File: src/capsc_consts.vh
// constants for the capacitive sensing control block
`ifndef CAPSC_CONSTS_VH
`define CAPSC_CONSTS_VH
// ====================
// register indices
`define CAPSC_ADDR_CTRL0 2'h0
`define CAPSC_ADDR_CTRL1 2'h1
`define CAPSC_ADDR_TCFG 2'h2
`define CAPSC_ADDR_TMR1 2'h3
`define CAPSC_ADDR_TMR0 2'h3
// ====================
// control 0 fields
`define CAPSC_B_EN 7
`define CAPSC_B_RM 6
`define CAPSC_B_RNG_HI 3
`define CAPSC_B_RNG_LO 2
`define CAPSC_B_DIR 1
`define CAPSC_B_T0X 0
`define CAPSC_CTRL0_WMASK 8'hcd
`define CAPSC_RST_BYTE 8'h00
// ====================
// timer config fields (offset 2)
`define CAPSC_B_T0CS 0
`define CAPSC_B_T1ON 1
`define CAPSC_B_T1GE 2
`define CAPSC_B_T1CS_LO 3
`define CAPSC_B_T1CS_HI 4
`define CAPSC_B_T0RD 5
`define CAPSC_T1CS_OSC 2'h3
// ====================
// range codes
`define CAPSC_RNG_OFF 2'h0
`define CAPSC_RNG_LOW 2'h1
`define CAPSC_RNG_MED 2'h2
`define CAPSC_RNG_HIGH 2'h3
`define CAPSC_CH_LAST 4'h7
`endif

File: src/capsc_edge_sync.v
// two-stage synchroniser with rising edge pulse
`timescale 1ns/1ps
module capsc_edge_sync (
  input wire clk_sys,
  input wire rst,
  input wire din,
  output wire rise
);
  reg s1_r;
  reg s2_r;
  reg s3_r;
  always @(posedge clk_sys or posedge rst) begin
    if (rst) begin
      s1_r <= 1'b0;
      s2_r <= 1'b0;
      s3_r <= 1'b0;
    end else begin
      s1_r <= din;
      s2_r <= s1_r;
      s3_r <= s2_r;
    end
  end
  assign rise = s2_r & ~s3_r;
endmodule // capsc_edge_sync

File: src/capsc_counter.v
// counter with enable, clear and next value
`timescale 1ns/1ps
module capsc_counter #(
  parameter W = 16
) (
  input wire clk_sys,
  input wire rst,
  input wire clr,
  input wire inc,
  output reg [W-1:0] count_r
);
  wire [W-1:0] count_nxt;
  assign count_nxt = count_r + {{(W-1){1'b0}}, 1'b1};
  always @(posedge clk_sys or posedge rst) begin
    if (rst) begin
      count_r <= {W{1'b0}};
    end else if (clr) begin
      count_r <= {W{1'b0}};
    end else if (inc) begin
      count_r <= count_nxt;
    end
  end
endmodule // capsc_counter

File: src/capsc_ctrl.v
// capacitive sensing control registers, oscillator steering and timer counting
`timescale 1ns/1ps
`include "capsc_consts.vh"
module capsc_ctrl (
  input wire clk_sys,
  input wire rst,
  input wire [1:0] addr,
  input wire [7:0] wdata,
  input wire wr,
  input wire rd,
  output reg [7:0] rdata,
  input wire sleep,
  input wire osc_out,
  input wire osc_dir,
  input wire timer0_ext_pin,
  input wire t1_gate,
  output reg osc_on,
  output reg src_enable,
  output reg var_ref,
  output reg [1:0] range_level,
  output reg [7:0] chan_connect
);
  // ==================================================
  // register state
  reg sense_enable_r;
  reg ref_mode_select_r;
  reg [1:0] current_range_select_r;
  reg timer0_ext_source_select_r;
  reg [3:0] channel_select_r;
  reg timer0_clock_source_r;
  reg timer1_on_r;
  reg timer1_gate_enable_r;
  reg [1:0] timer1_clock_source_r;
  reg t0_read_sel_r;
  reg osc_dir_r;
  reg osc_dir_nxt;
  reg [7:0] ctrl0_rd;
  wire osc_rise;
  wire t0pin_rise;
  wire [15:0] t1_count;
  wire [15:0] t0_count;
  reg t1_inc;
  reg t0_inc;
  wire t1_clr;
  wire t0_clr;

  // ==================================================
  // register writes
  // all bits clear
  always @(posedge clk_sys or posedge rst) begin
    if (rst) begin
      sense_enable_r <= 1'b0;
      ref_mode_select_r <= 1'b0;
      current_range_select_r <= 2'h0;
      timer0_ext_source_select_r <= 1'b0;
      channel_select_r <= 4'h0;
      timer0_clock_source_r <= 1'b0;
      timer1_on_r <= 1'b0;
      timer1_gate_enable_r <= 1'b0;
      timer1_clock_source_r <= 2'h0;
      t0_read_sel_r <= 1'b0;
    end else if (wr) begin
      if (addr == `CAPSC_ADDR_CTRL0) begin
        sense_enable_r <= wdata[`CAPSC_B_EN];
        ref_mode_select_r <= wdata[`CAPSC_B_RM];
        current_range_select_r <= wdata[`CAPSC_B_RNG_HI:`CAPSC_B_RNG_LO];
        timer0_ext_source_select_r <= wdata[`CAPSC_B_T0X];
      end else if (addr == `CAPSC_ADDR_CTRL1) begin
        channel_select_r <= wdata[3:0];
      end else if (addr == `CAPSC_ADDR_TCFG) begin
        timer0_clock_source_r <= wdata[`CAPSC_B_T0CS];
        timer1_on_r <= wdata[`CAPSC_B_T1ON];
        timer1_gate_enable_r <= wdata[`CAPSC_B_T1GE];
        timer1_clock_source_r <= wdata[`CAPSC_B_T1CS_HI:`CAPSC_B_T1CS_LO];
        t0_read_sel_r <= wdata[`CAPSC_B_T0RD];
      end
    end
  end

  // ==================================================
  // oscillator direction status
  always @* begin
    osc_dir_nxt = osc_dir & osc_on;
  end
  always @(posedge clk_sys or posedge rst) begin
    if (rst) begin
      osc_dir_r <= 1'b0;
    end else begin
      osc_dir_r <= osc_dir_nxt;
    end
  end

  // ==================================================
  // analog steering
  always @* begin
    osc_on = 1'b0;
    src_enable = 1'b0;
    range_level = `CAPSC_RNG_OFF;
    var_ref = ref_mode_select_r;
    chan_connect = 8'h00;
    if (sense_enable_r) begin
      if (ref_mode_select_r) begin
        osc_on = 1'b1;
        src_enable = (current_range_select_r != `CAPSC_RNG_OFF);
        range_level = current_range_select_r;
      end else begin
        osc_on = (current_range_select_r != `CAPSC_RNG_OFF);
        src_enable = osc_on;
        range_level = current_range_select_r;
      end
      if (channel_select_r <= `CAPSC_CH_LAST) begin
        chan_connect = 8'h01 << channel_select_r[2:0];
      end
    end
  end

  // ==================================================
  // timer clock selection
  capsc_edge_sync u_osc_sync (
    .clk_sys(clk_sys),
    .rst(rst),
    .din(osc_out),
    .rise(osc_rise)
  );
  capsc_edge_sync u_t0pin_sync (
    .clk_sys(clk_sys),
    .rst(rst),
    .din(timer0_ext_pin),
    .rise(t0pin_rise)
  );

  always @* begin
    t1_inc = 1'b0;
    if (timer1_on_r && (!timer1_gate_enable_r || t1_gate)) begin
      if (timer1_clock_source_r == `CAPSC_T1CS_OSC) begin
        t1_inc = osc_rise;
      end else begin
        t1_inc = 1'b1;
      end
    end
  end

  always @* begin
    t0_inc = 1'b0;
    if (!sleep) begin
      if (timer0_clock_source_r) begin
        t0_inc = timer0_ext_source_select_r ? osc_rise : t0pin_rise;
      end else begin
        t0_inc = 1'b1;
      end
    end
  end

  // writing the count register clears the selected timer
  assign t1_clr = wr && (addr == `CAPSC_ADDR_TMR1) && !t0_read_sel_r;
  assign t0_clr = wr && (addr == `CAPSC_ADDR_TMR0) && t0_read_sel_r;

  capsc_counter #(.W(16)) u_t1 (
    .clk_sys(clk_sys),
    .rst(rst),
    .clr(t1_clr),
    .inc(t1_inc),
    .count_r(t1_count)
  );
  capsc_counter #(.W(16)) u_t0 (
    .clk_sys(clk_sys),
    .rst(rst),
    .clr(t0_clr),
    .inc(t0_inc),
    .count_r(t0_count)
  );

  // ==================================================
  // read back
  always @* begin
    ctrl0_rd = `CAPSC_RST_BYTE;
    ctrl0_rd[`CAPSC_B_EN] = sense_enable_r;
    ctrl0_rd[`CAPSC_B_RM] = ref_mode_select_r;
    ctrl0_rd[`CAPSC_B_RNG_HI:`CAPSC_B_RNG_LO] = current_range_select_r;
    ctrl0_rd[`CAPSC_B_DIR] = osc_dir_r;
    ctrl0_rd[`CAPSC_B_T0X] = timer0_ext_source_select_r;
  end

  // control 0 bits 5 and 4 read zero
  always @(posedge clk_sys or posedge rst) begin
    if (rst) begin
      rdata <= 8'h00;
    end else if (rd) begin
      if (addr == `CAPSC_ADDR_CTRL0) begin
        rdata <= ctrl0_rd;
      end else if (addr == `CAPSC_ADDR_CTRL1) begin
        rdata <= {4'h0, channel_select_r};
      end else if (addr == `CAPSC_ADDR_TCFG) begin
        rdata <= {2'h0, t0_read_sel_r, timer1_clock_source_r, timer1_gate_enable_r,
                  timer1_on_r, timer0_clock_source_r};
      end else begin
        rdata <= t0_read_sel_r ? t0_count[7:0] : t1_count[7:0];
      end
    end else begin
      rdata <= 8'h00;
    end
  end
endmodule // capsc_ctrl

File: config.mk
export PLATFORM = sky130hd
export DESIGN_NAME = capsc_ctrl
export DESIGN_NICKNAME = d
export VERILOG_FILES = /design/src/capsc_edge_sync.v /design/src/capsc_counter.v /design/src/capsc_ctrl.v
export VERILOG_INCLUDE_DIRS = /design/src
export SDC_FILE = /design/constraint.sdc
export NUM_CORES = 1
export LEC_CHECK = 0
export ABC_AREA = 1
export BUFFER_PORTS_ARGS = -buffer_cell sky130_fd_sc_hd__clkbuf_2
export CAP_MARGIN = 20
export CORE_ASPECT_RATIO = 1.4
export CORE_MARGIN = 10
export CORE_UTILIZATION = 50
export CTS_BUF_LIST = sky130_fd_sc_hd__clkbuf_8 sky130_fd_sc_hd__clkbuf_16
export DETAILED_ROUTE_END_ITERATION = 8
export GPL_TIMING_DRIVEN = 0
export MAX_ROUTING_LAYER = met4
export PLACE_DENSITY = 0.84
export REMOVE_ABC_BUFFERS = 1
export SLEW_MARGIN = 0
export SYNTH_ARGS = -nofsm -noshare
export SYNTH_HDL_FRONTEND = slang
export SYNTH_SLANG_ARGS = --single-unit
export TNS_END_PERCENT = 1
File: constraint.sdc
create_clock -name clk_sys -period 1.3 [get_ports clk_sys]
set_input_delay 0.13 -clock clk_sys [delete_from_list [all_inputs] [get_ports clk_sys]]
set_output_delay 0.13 -clock clk_sys [all_outputs]
set_load 0.01 [all_outputs]
# --- Word-level counts from Yosys, hierarchy flattened ---
# Index checks and enable logic that the tools add are counted.
totals:
  out_inout_bits: 21
  word_cells: 69
  ff_bits: 62
op_classes:
  n_reduce_logical: 14
  add_sub_neg: 2
  shift: 1
  muxes: 20
  bitwise_logic: 7
  order_cmp: 1
  n_eq_ne: 4
op_table:
  columns: ["operator", "count"]
  rows:
  - ["two-way mux 16 bit", 4]
  - ["two-way mux 8 bit", 7]
  - ["adder 16 x 1 -> 16 bit (second input constant)", 2]
  - ["two-way mux 1 bit", 8]
  - ["<< shifter 1 x 3 -> 8 bit (first input constant)", 1]
  - ["equality test 2 bit (second input constant)", 3]
  - ["nonzero test 2 bit", 3]
  - ["less-or-equal comparator 4 x 3 -> 1 bit (second input constant)", 1]
  - ["logical AND 1 bit", 4]
  - ["NOT 1 bit", 4]
  - ["AND reduction 4 bit", 1]
  - ["AND 1 bit", 3]
  - ["AND reduction 3 bit", 1]
  - ["equality test 2 x 1 -> 1 bit (second input constant)", 1]
  - ["logical NOT 1 bit", 2]
  - ["logical NOT 2 bit", 1]
  - ["two-way mux 2 bit", 1]
  - ["AND reduction 2 bit", 1]
  - ["logical OR 1 bit", 1]

# --- Depth between registers and ports, before layout ---
logic_depth:
  ltp_word: 7
  depth_mapped: 9
  depth_no_buf: 9

# --- By module ---
# Synthesis repeated with hierarchy kept, for this count alone.
hier_totals:
  hier_cells: 450
  area_unflattened_um2: 3473.3
modules_own_cells:
  columns: ["mod", "seq_area_each_um2", "n_inst", "area_each_um2", "cells_per_inst"]
  rows:
  - ["capsc_counter", 400.4, 2, 996.0, 129]
  - ["capsc_ctrl", 600.6, 1, 1303.8, 180]
  - ["capsc_edge_sync", 75.1, 2, 88.8, 6]

# --- Least setup slack after synthesis ---
# Ideal clock, no wire load.
synth_timing:
  kind: "register -> register"
  start: "register u_t0.count_r[0]"
  end: "register u_t0.count_r[4]"
  required_ns: 1.217
  synth_period_minus_slack_ns: 1.130
  setup_ns: 0.083
  n_path_buf: 0
  arrival_time_ns: 1.048
  path_stages_with_launch: 9
  path_slack_ns: 0.170
  path_cell_list: "dfrtp_1 ha_1 nand2_1 inv_1 nand2_1 nand2_1 nor2_1 nand2_1 o21ai_0"
synth_via:
  elab_chain_len: 3
synth_lines:
  columns: ["element", "line", "rtl"]
  rows:
  - ["from (decl)", "capsc_counter.v:10", "output reg [W-1:0] count_r"]
  - ["from (signal assigned)", "capsc_counter.v:16", "count_r <= {W{1'b0}};"]
  - ["from (signal assigned)", "capsc_counter.v:18", "count_r <= {W{1'b0}};"]
  - ["from (signal assigned)", "capsc_counter.v:20", "count_r <= count_nxt;"]
  - ["adder 16 x 1 -> 16 bit", "capsc_counter.v:13", "assign count_nxt = count_r + {{(W-1){1'b0}}, 1'b1};"]
  - ["two-way mux 16 bit", "capsc_counter.v:19", "end else if (inc) begin"]
  - ["two-way mux 16 bit", "capsc_counter.v:17", "end else if (clr) begin"]
# Every way passes these cells. The select of a mux whose other input is x is not followed.
# A chain may end at the register's enable or synchronous reset.

# --- Final worst setup path ---
layout_timing:
  start: "register sense_enable_r"
  end: "output chan_connect[3]"
layout_via:
  elab_chain_len: 1
layout_lines:
  columns: ["element", "line", "rtl"]
  rows:
  - ["from (decl)", "capsc_ctrl.v:25", "reg sense_enable_r;"]
  - ["from (signal assigned)", "capsc_ctrl.v:64", "sense_enable_r <= wdata[`CAPSC_B_EN];"]
  - ["two-way mux 8 bit", "capsc_ctrl.v:101", "if (sense_enable_r) begin"]
  - ["to (decl)", "capsc_ctrl.v:21", "output reg [7:0] chan_connect"]
# Every way passes these cells.

==> metrics.md <==
| Metric | Value |
|---|---|
| Area after DPL | between 2000 and 3000 um^2 |
| Final worst slack | -0.0323 ns |
| CTS tree | done |
| Worst r2r dst | u_t0.count_r[6] |
| Avg WL per Cell | approximately 13 um |
| N_diodes | 0 |
| Die footprint | 7920 um^2 |
| Switch share | between 30% and 40% |
| RR Startpoint | u_t0.count_r[0] |
| Worst hold path depth | 3 |
| Crit path required time | around 1.2 ns |
| Detailed-route DRC error count | 0 |
| Max incr delay on CP | about 0.49 ns |
| Compound-gate portion of the synthesized area | about 11% |
| Post-layout util | between 60% and 70% |
| Post-synth top area share | 48.7% |
| Pwr/cell area | between 1000 and 1500 nW/um^2 |
| Reg-to-reg setup timing slack | about 0.09 ns |
| CP endpoint kind | output port |
| Area delta synth->final | 20.2% |
| # port buffers | 39 |
| Post-route ant nets | 0 |
| Period utilization | 102% |
| CTS Buffer Depth | 2 |
| CP max-delay cell | dfrtp_2 |
| Largest net degree at the start of global routing | 29 |
| Yosys warnings | 0 |
| Status | finished with violations |
| Cell family with most CP delay | flip-flops |
| Total CTS buffers | 5 |
| Fin crit period | between 1 and 1.5 ns |
| Core area | around 4600 um^2 |
| Post-synthesis mux area share | less than 1% |
| VDD IR-drop max | 0.845 mV |
| Buffers and inverters on the worst path | 1 |
| CTS root buf | clkbuf_8 |
| Tightest Hold Check Type | input port to register |
| LEAKAGE | ~1.5 nW |
| Gr usage total | about 15% |
| Cell with the most instances after synthesis | nand2_1 |
| Seq/Total Area, Yosys | between 40% and 50% |
| #FFs+latches synth | 46 |
| Share of cells above drive strength 1 | 24.4% |
| Ys flop type | dfrtp_1 |
| Combinational share of power | roughly 30% |
| Final GP Congestion | 0.890 |
| Row count | 29 |
| Initial DRC count | approximately 150 |
| Synth Area in Simple Gates | about 29% |
| MaxCap Viol Count | 0 |
| Fmax achieved | around 0.75 GHz |
| Clock Sink Count | between 40 and 50 |
| Post-Layout Cell Count | ~420 |
| Layout Nets | approximately 380 |
| Initial antenna violation count | 0 |
| Dominant cell type by area after synthesis | dfrtp_1 |
| Cells after synthesis | between 300 and 400 |
| First-pass GRT wire length | 9480 um |
| Critical path type | register to output port |
| Int Power | about 2.5 mW |
| Hold_ws | 0.0143 ns |
| EDFF count, synth | 0 |
| Max FO, Critical Path | 7 |
| Wirelength, routed | around 5700 um |
| Skew final | 0.0110 ns |
| Actual slew at the worst max-slew pin | roughly 0.43 ns |
| DR pass1 iterations | 4 |
| RSZ-0062 raised after global routing | true |
| Final total power | between 4 and 5 mW |
| Dpl ws | -0.188 ns |
| Final setup vio count | 2 |
| Asr flop ratio synth | 100% |
| NetSw | around 1.5 mW |
| Final Hold Vio Count | 0 |
| Vias per inst | approximately 5.1 |
| # H-tree levels | 2 |
| Top post-synthesis cells by area | dfrtp_1 49%, nand2_1 13%, inv_1 6.7% |
| Mapped Area | 2370 um^2 |
| Post-DP HPWL | about 4200 um |
| IO Count | 40 |
| Hold path startpoint | osc_dir |
| Post-Synth XOR/XNOR Area | less than 1% |
| Synth cell count leaders | 85 x nand2_1, 46 x dfrtp_1, 42 x inv_1 |
| Arrival time at the worst endpoint | about 1.2 ns |
| Die Y | 101 um |
| Count of different cell masters after synthesis | 25 |
| Clk_lat worst skew | 0.30 ns |
| Hold path endpoint | osc_dir_r |
| Gr ovfl total | 0 |
| Synth Area in Adders | under 10% |
| Die X | a little under 80 um |
| Vias in the first global route | about 2100 |
| Setup_tns | -0.0405 ns |
| Slew Limit Headroom | 71.6% |
| Fillers | approximately 400 |
| Worst Setup Start Kind | register |
| Fin area | between 2000 and 3000 um^2 |
| Initial Utilization | 51.8% |
| Main combinational cell family by area after synthesis | simple AND/OR/NAND/NOR gates |
| Power share of the clock group | a little over 20% |
| Synth Area per Inst | approximately 7.7 um^2 |
| CP Cell Sequence | nand3_2, nor2_1, buf_2 |
| Max-slew violation count | 0 |
| DP Cell Count | 406 |
| Worst r2r path cells | 8 |
| Violated checks | setup timing |
| DR vias | 2154 |
| Sequential Power Share | 49.8% |
| Worst-path clk slew | about 0.08 ns |
==> cell type report <==
cell class	count	area (um^2)	share of cell area [%]
inverter	48	183	6.42
timing repair buffer	49	290	10.2
tap	62	77.6	2.73
clock inverter	2	7.51	0.264
multi-input combinational	210	1060	37.3
sequential	46	1160	40.7
clock buffer	5	68.8	2.42
==> worst max-delay path by stage <==
stage	start	end	slack [ns]	cells past startpoint
3_3_place_gp	rst	u_t0pin_sync.s1_r	-0.47	2
2_1_floorplan	t0_read_sel_r	u_t1.count_r[7]	0.04	5
6_report	sense_enable_r	chan_connect[3]	-0.03	3
5_1_grt	channel_select_r[2]	chan_connect[3]	-0.05	4
3_5_place_dp	t0_read_sel_r	u_t1.count_r[6]	-0.19	6
4_1_cts	channel_select_r[3]	chan_connect[4]	-0.02	4
==> cell usage in the layout (no fill, tap or decap), types with 2 or more instances in the layout <==
master / Yosys / layout
nand4_1: 7 / 7
nor2_1: 27 / 26
clkbuf_8: 0 / 5
a31oi_1: 2 / 2
nor3_1: 3 / 3
a21oi_1: 14 / 13
buf_2: 1 / 7
nand2_2: 5 / 8
o21ai_1: 8 / 10
o21ai_0: 22 / 20
nand3_4: 2 / 3
nand2_1: 85 / 81
dfrtp_2: 0 / 4
clkbuf_2: 0 / 32
inv_1: 42 / 39
dfrtp_1: 46 / 42
inv_2: 5 / 10
o211ai_1: 2 / 2
buf_4: 0 / 6
mux2_2: 2 / 2
nand2_4: 1 / 2
nor2_4: 1 / 2
nand3_1: 24 / 22
dlygate4sd3_1: 0 / 3
==> worst min-delay path, cell delays in order <==
cell	delay, ns
clkbuf_2	0.07
nand2_1	0.04
inv_1	0.04
==> sequential cells by signal, indices dropped and copies added (netlist names) <==
name,flops
rdata,8
u_t0.count_r,8
u_t1.count_r,8
channel_select_r,4
current_range_select_r,2
timer1_clock_source_r,2
osc_dir_r,1
sense_enable_r,1
t0_read_sel_r,1
timer0_clock_source_r,1
timer0_ext_source_select_r,1
timer1_gate_enable_r,1
timer1_on_r,1
u_osc_sync.s1_r,1
u_osc_sync.s2_r,1
u_osc_sync.s3_r,1
u_t0pin_sync.s1_r,1
u_t0pin_sync.s2_r,1
u_t0pin_sync.s3_r,1
var_ref,1
==> power groups by stage <==
stage	registers (mW)	clock network, mW	logic [mW]
6_report	2.00	0.818	1.19
5_1_grt	2.04	0.881	1.37
4_1_cts	1.99	0.826	1.06
3_5_place_dp	2.01	0	1.03
3_3_place_gp	2.00	0	0.987
2_1_floorplan	1.94	0	0.730
==> metal layers <==
metal	wire length (um)	track usage [%]	up-vias
met1	2320	16.1	999
met3	189	3.10	18
met2	2900	25.4	52
met5	0	-	-
met4	240	9.41	0
li1	-	-	1085
==> cells by family after synthesis <==
family	after synthesis
and+or+nand+nor	156
DFF	46
xor gates and xnor gates	1
buffers and inverters	51
adders and majority gates	2
muxes	2
AOI/OAI and AO/OA	49
==> repair_timing <==
action / 4_1_cts / 5_1_grt
hold buffers: 3 / 0
endpoints found under the hold margin: 20 / 0
pin swaps: 0 / 2
setup buffers: 0 / 6
gates resized for setup: 5 / 27
setup endpoints to repair: 21 / 24
(Power assumes the default switching activity.)
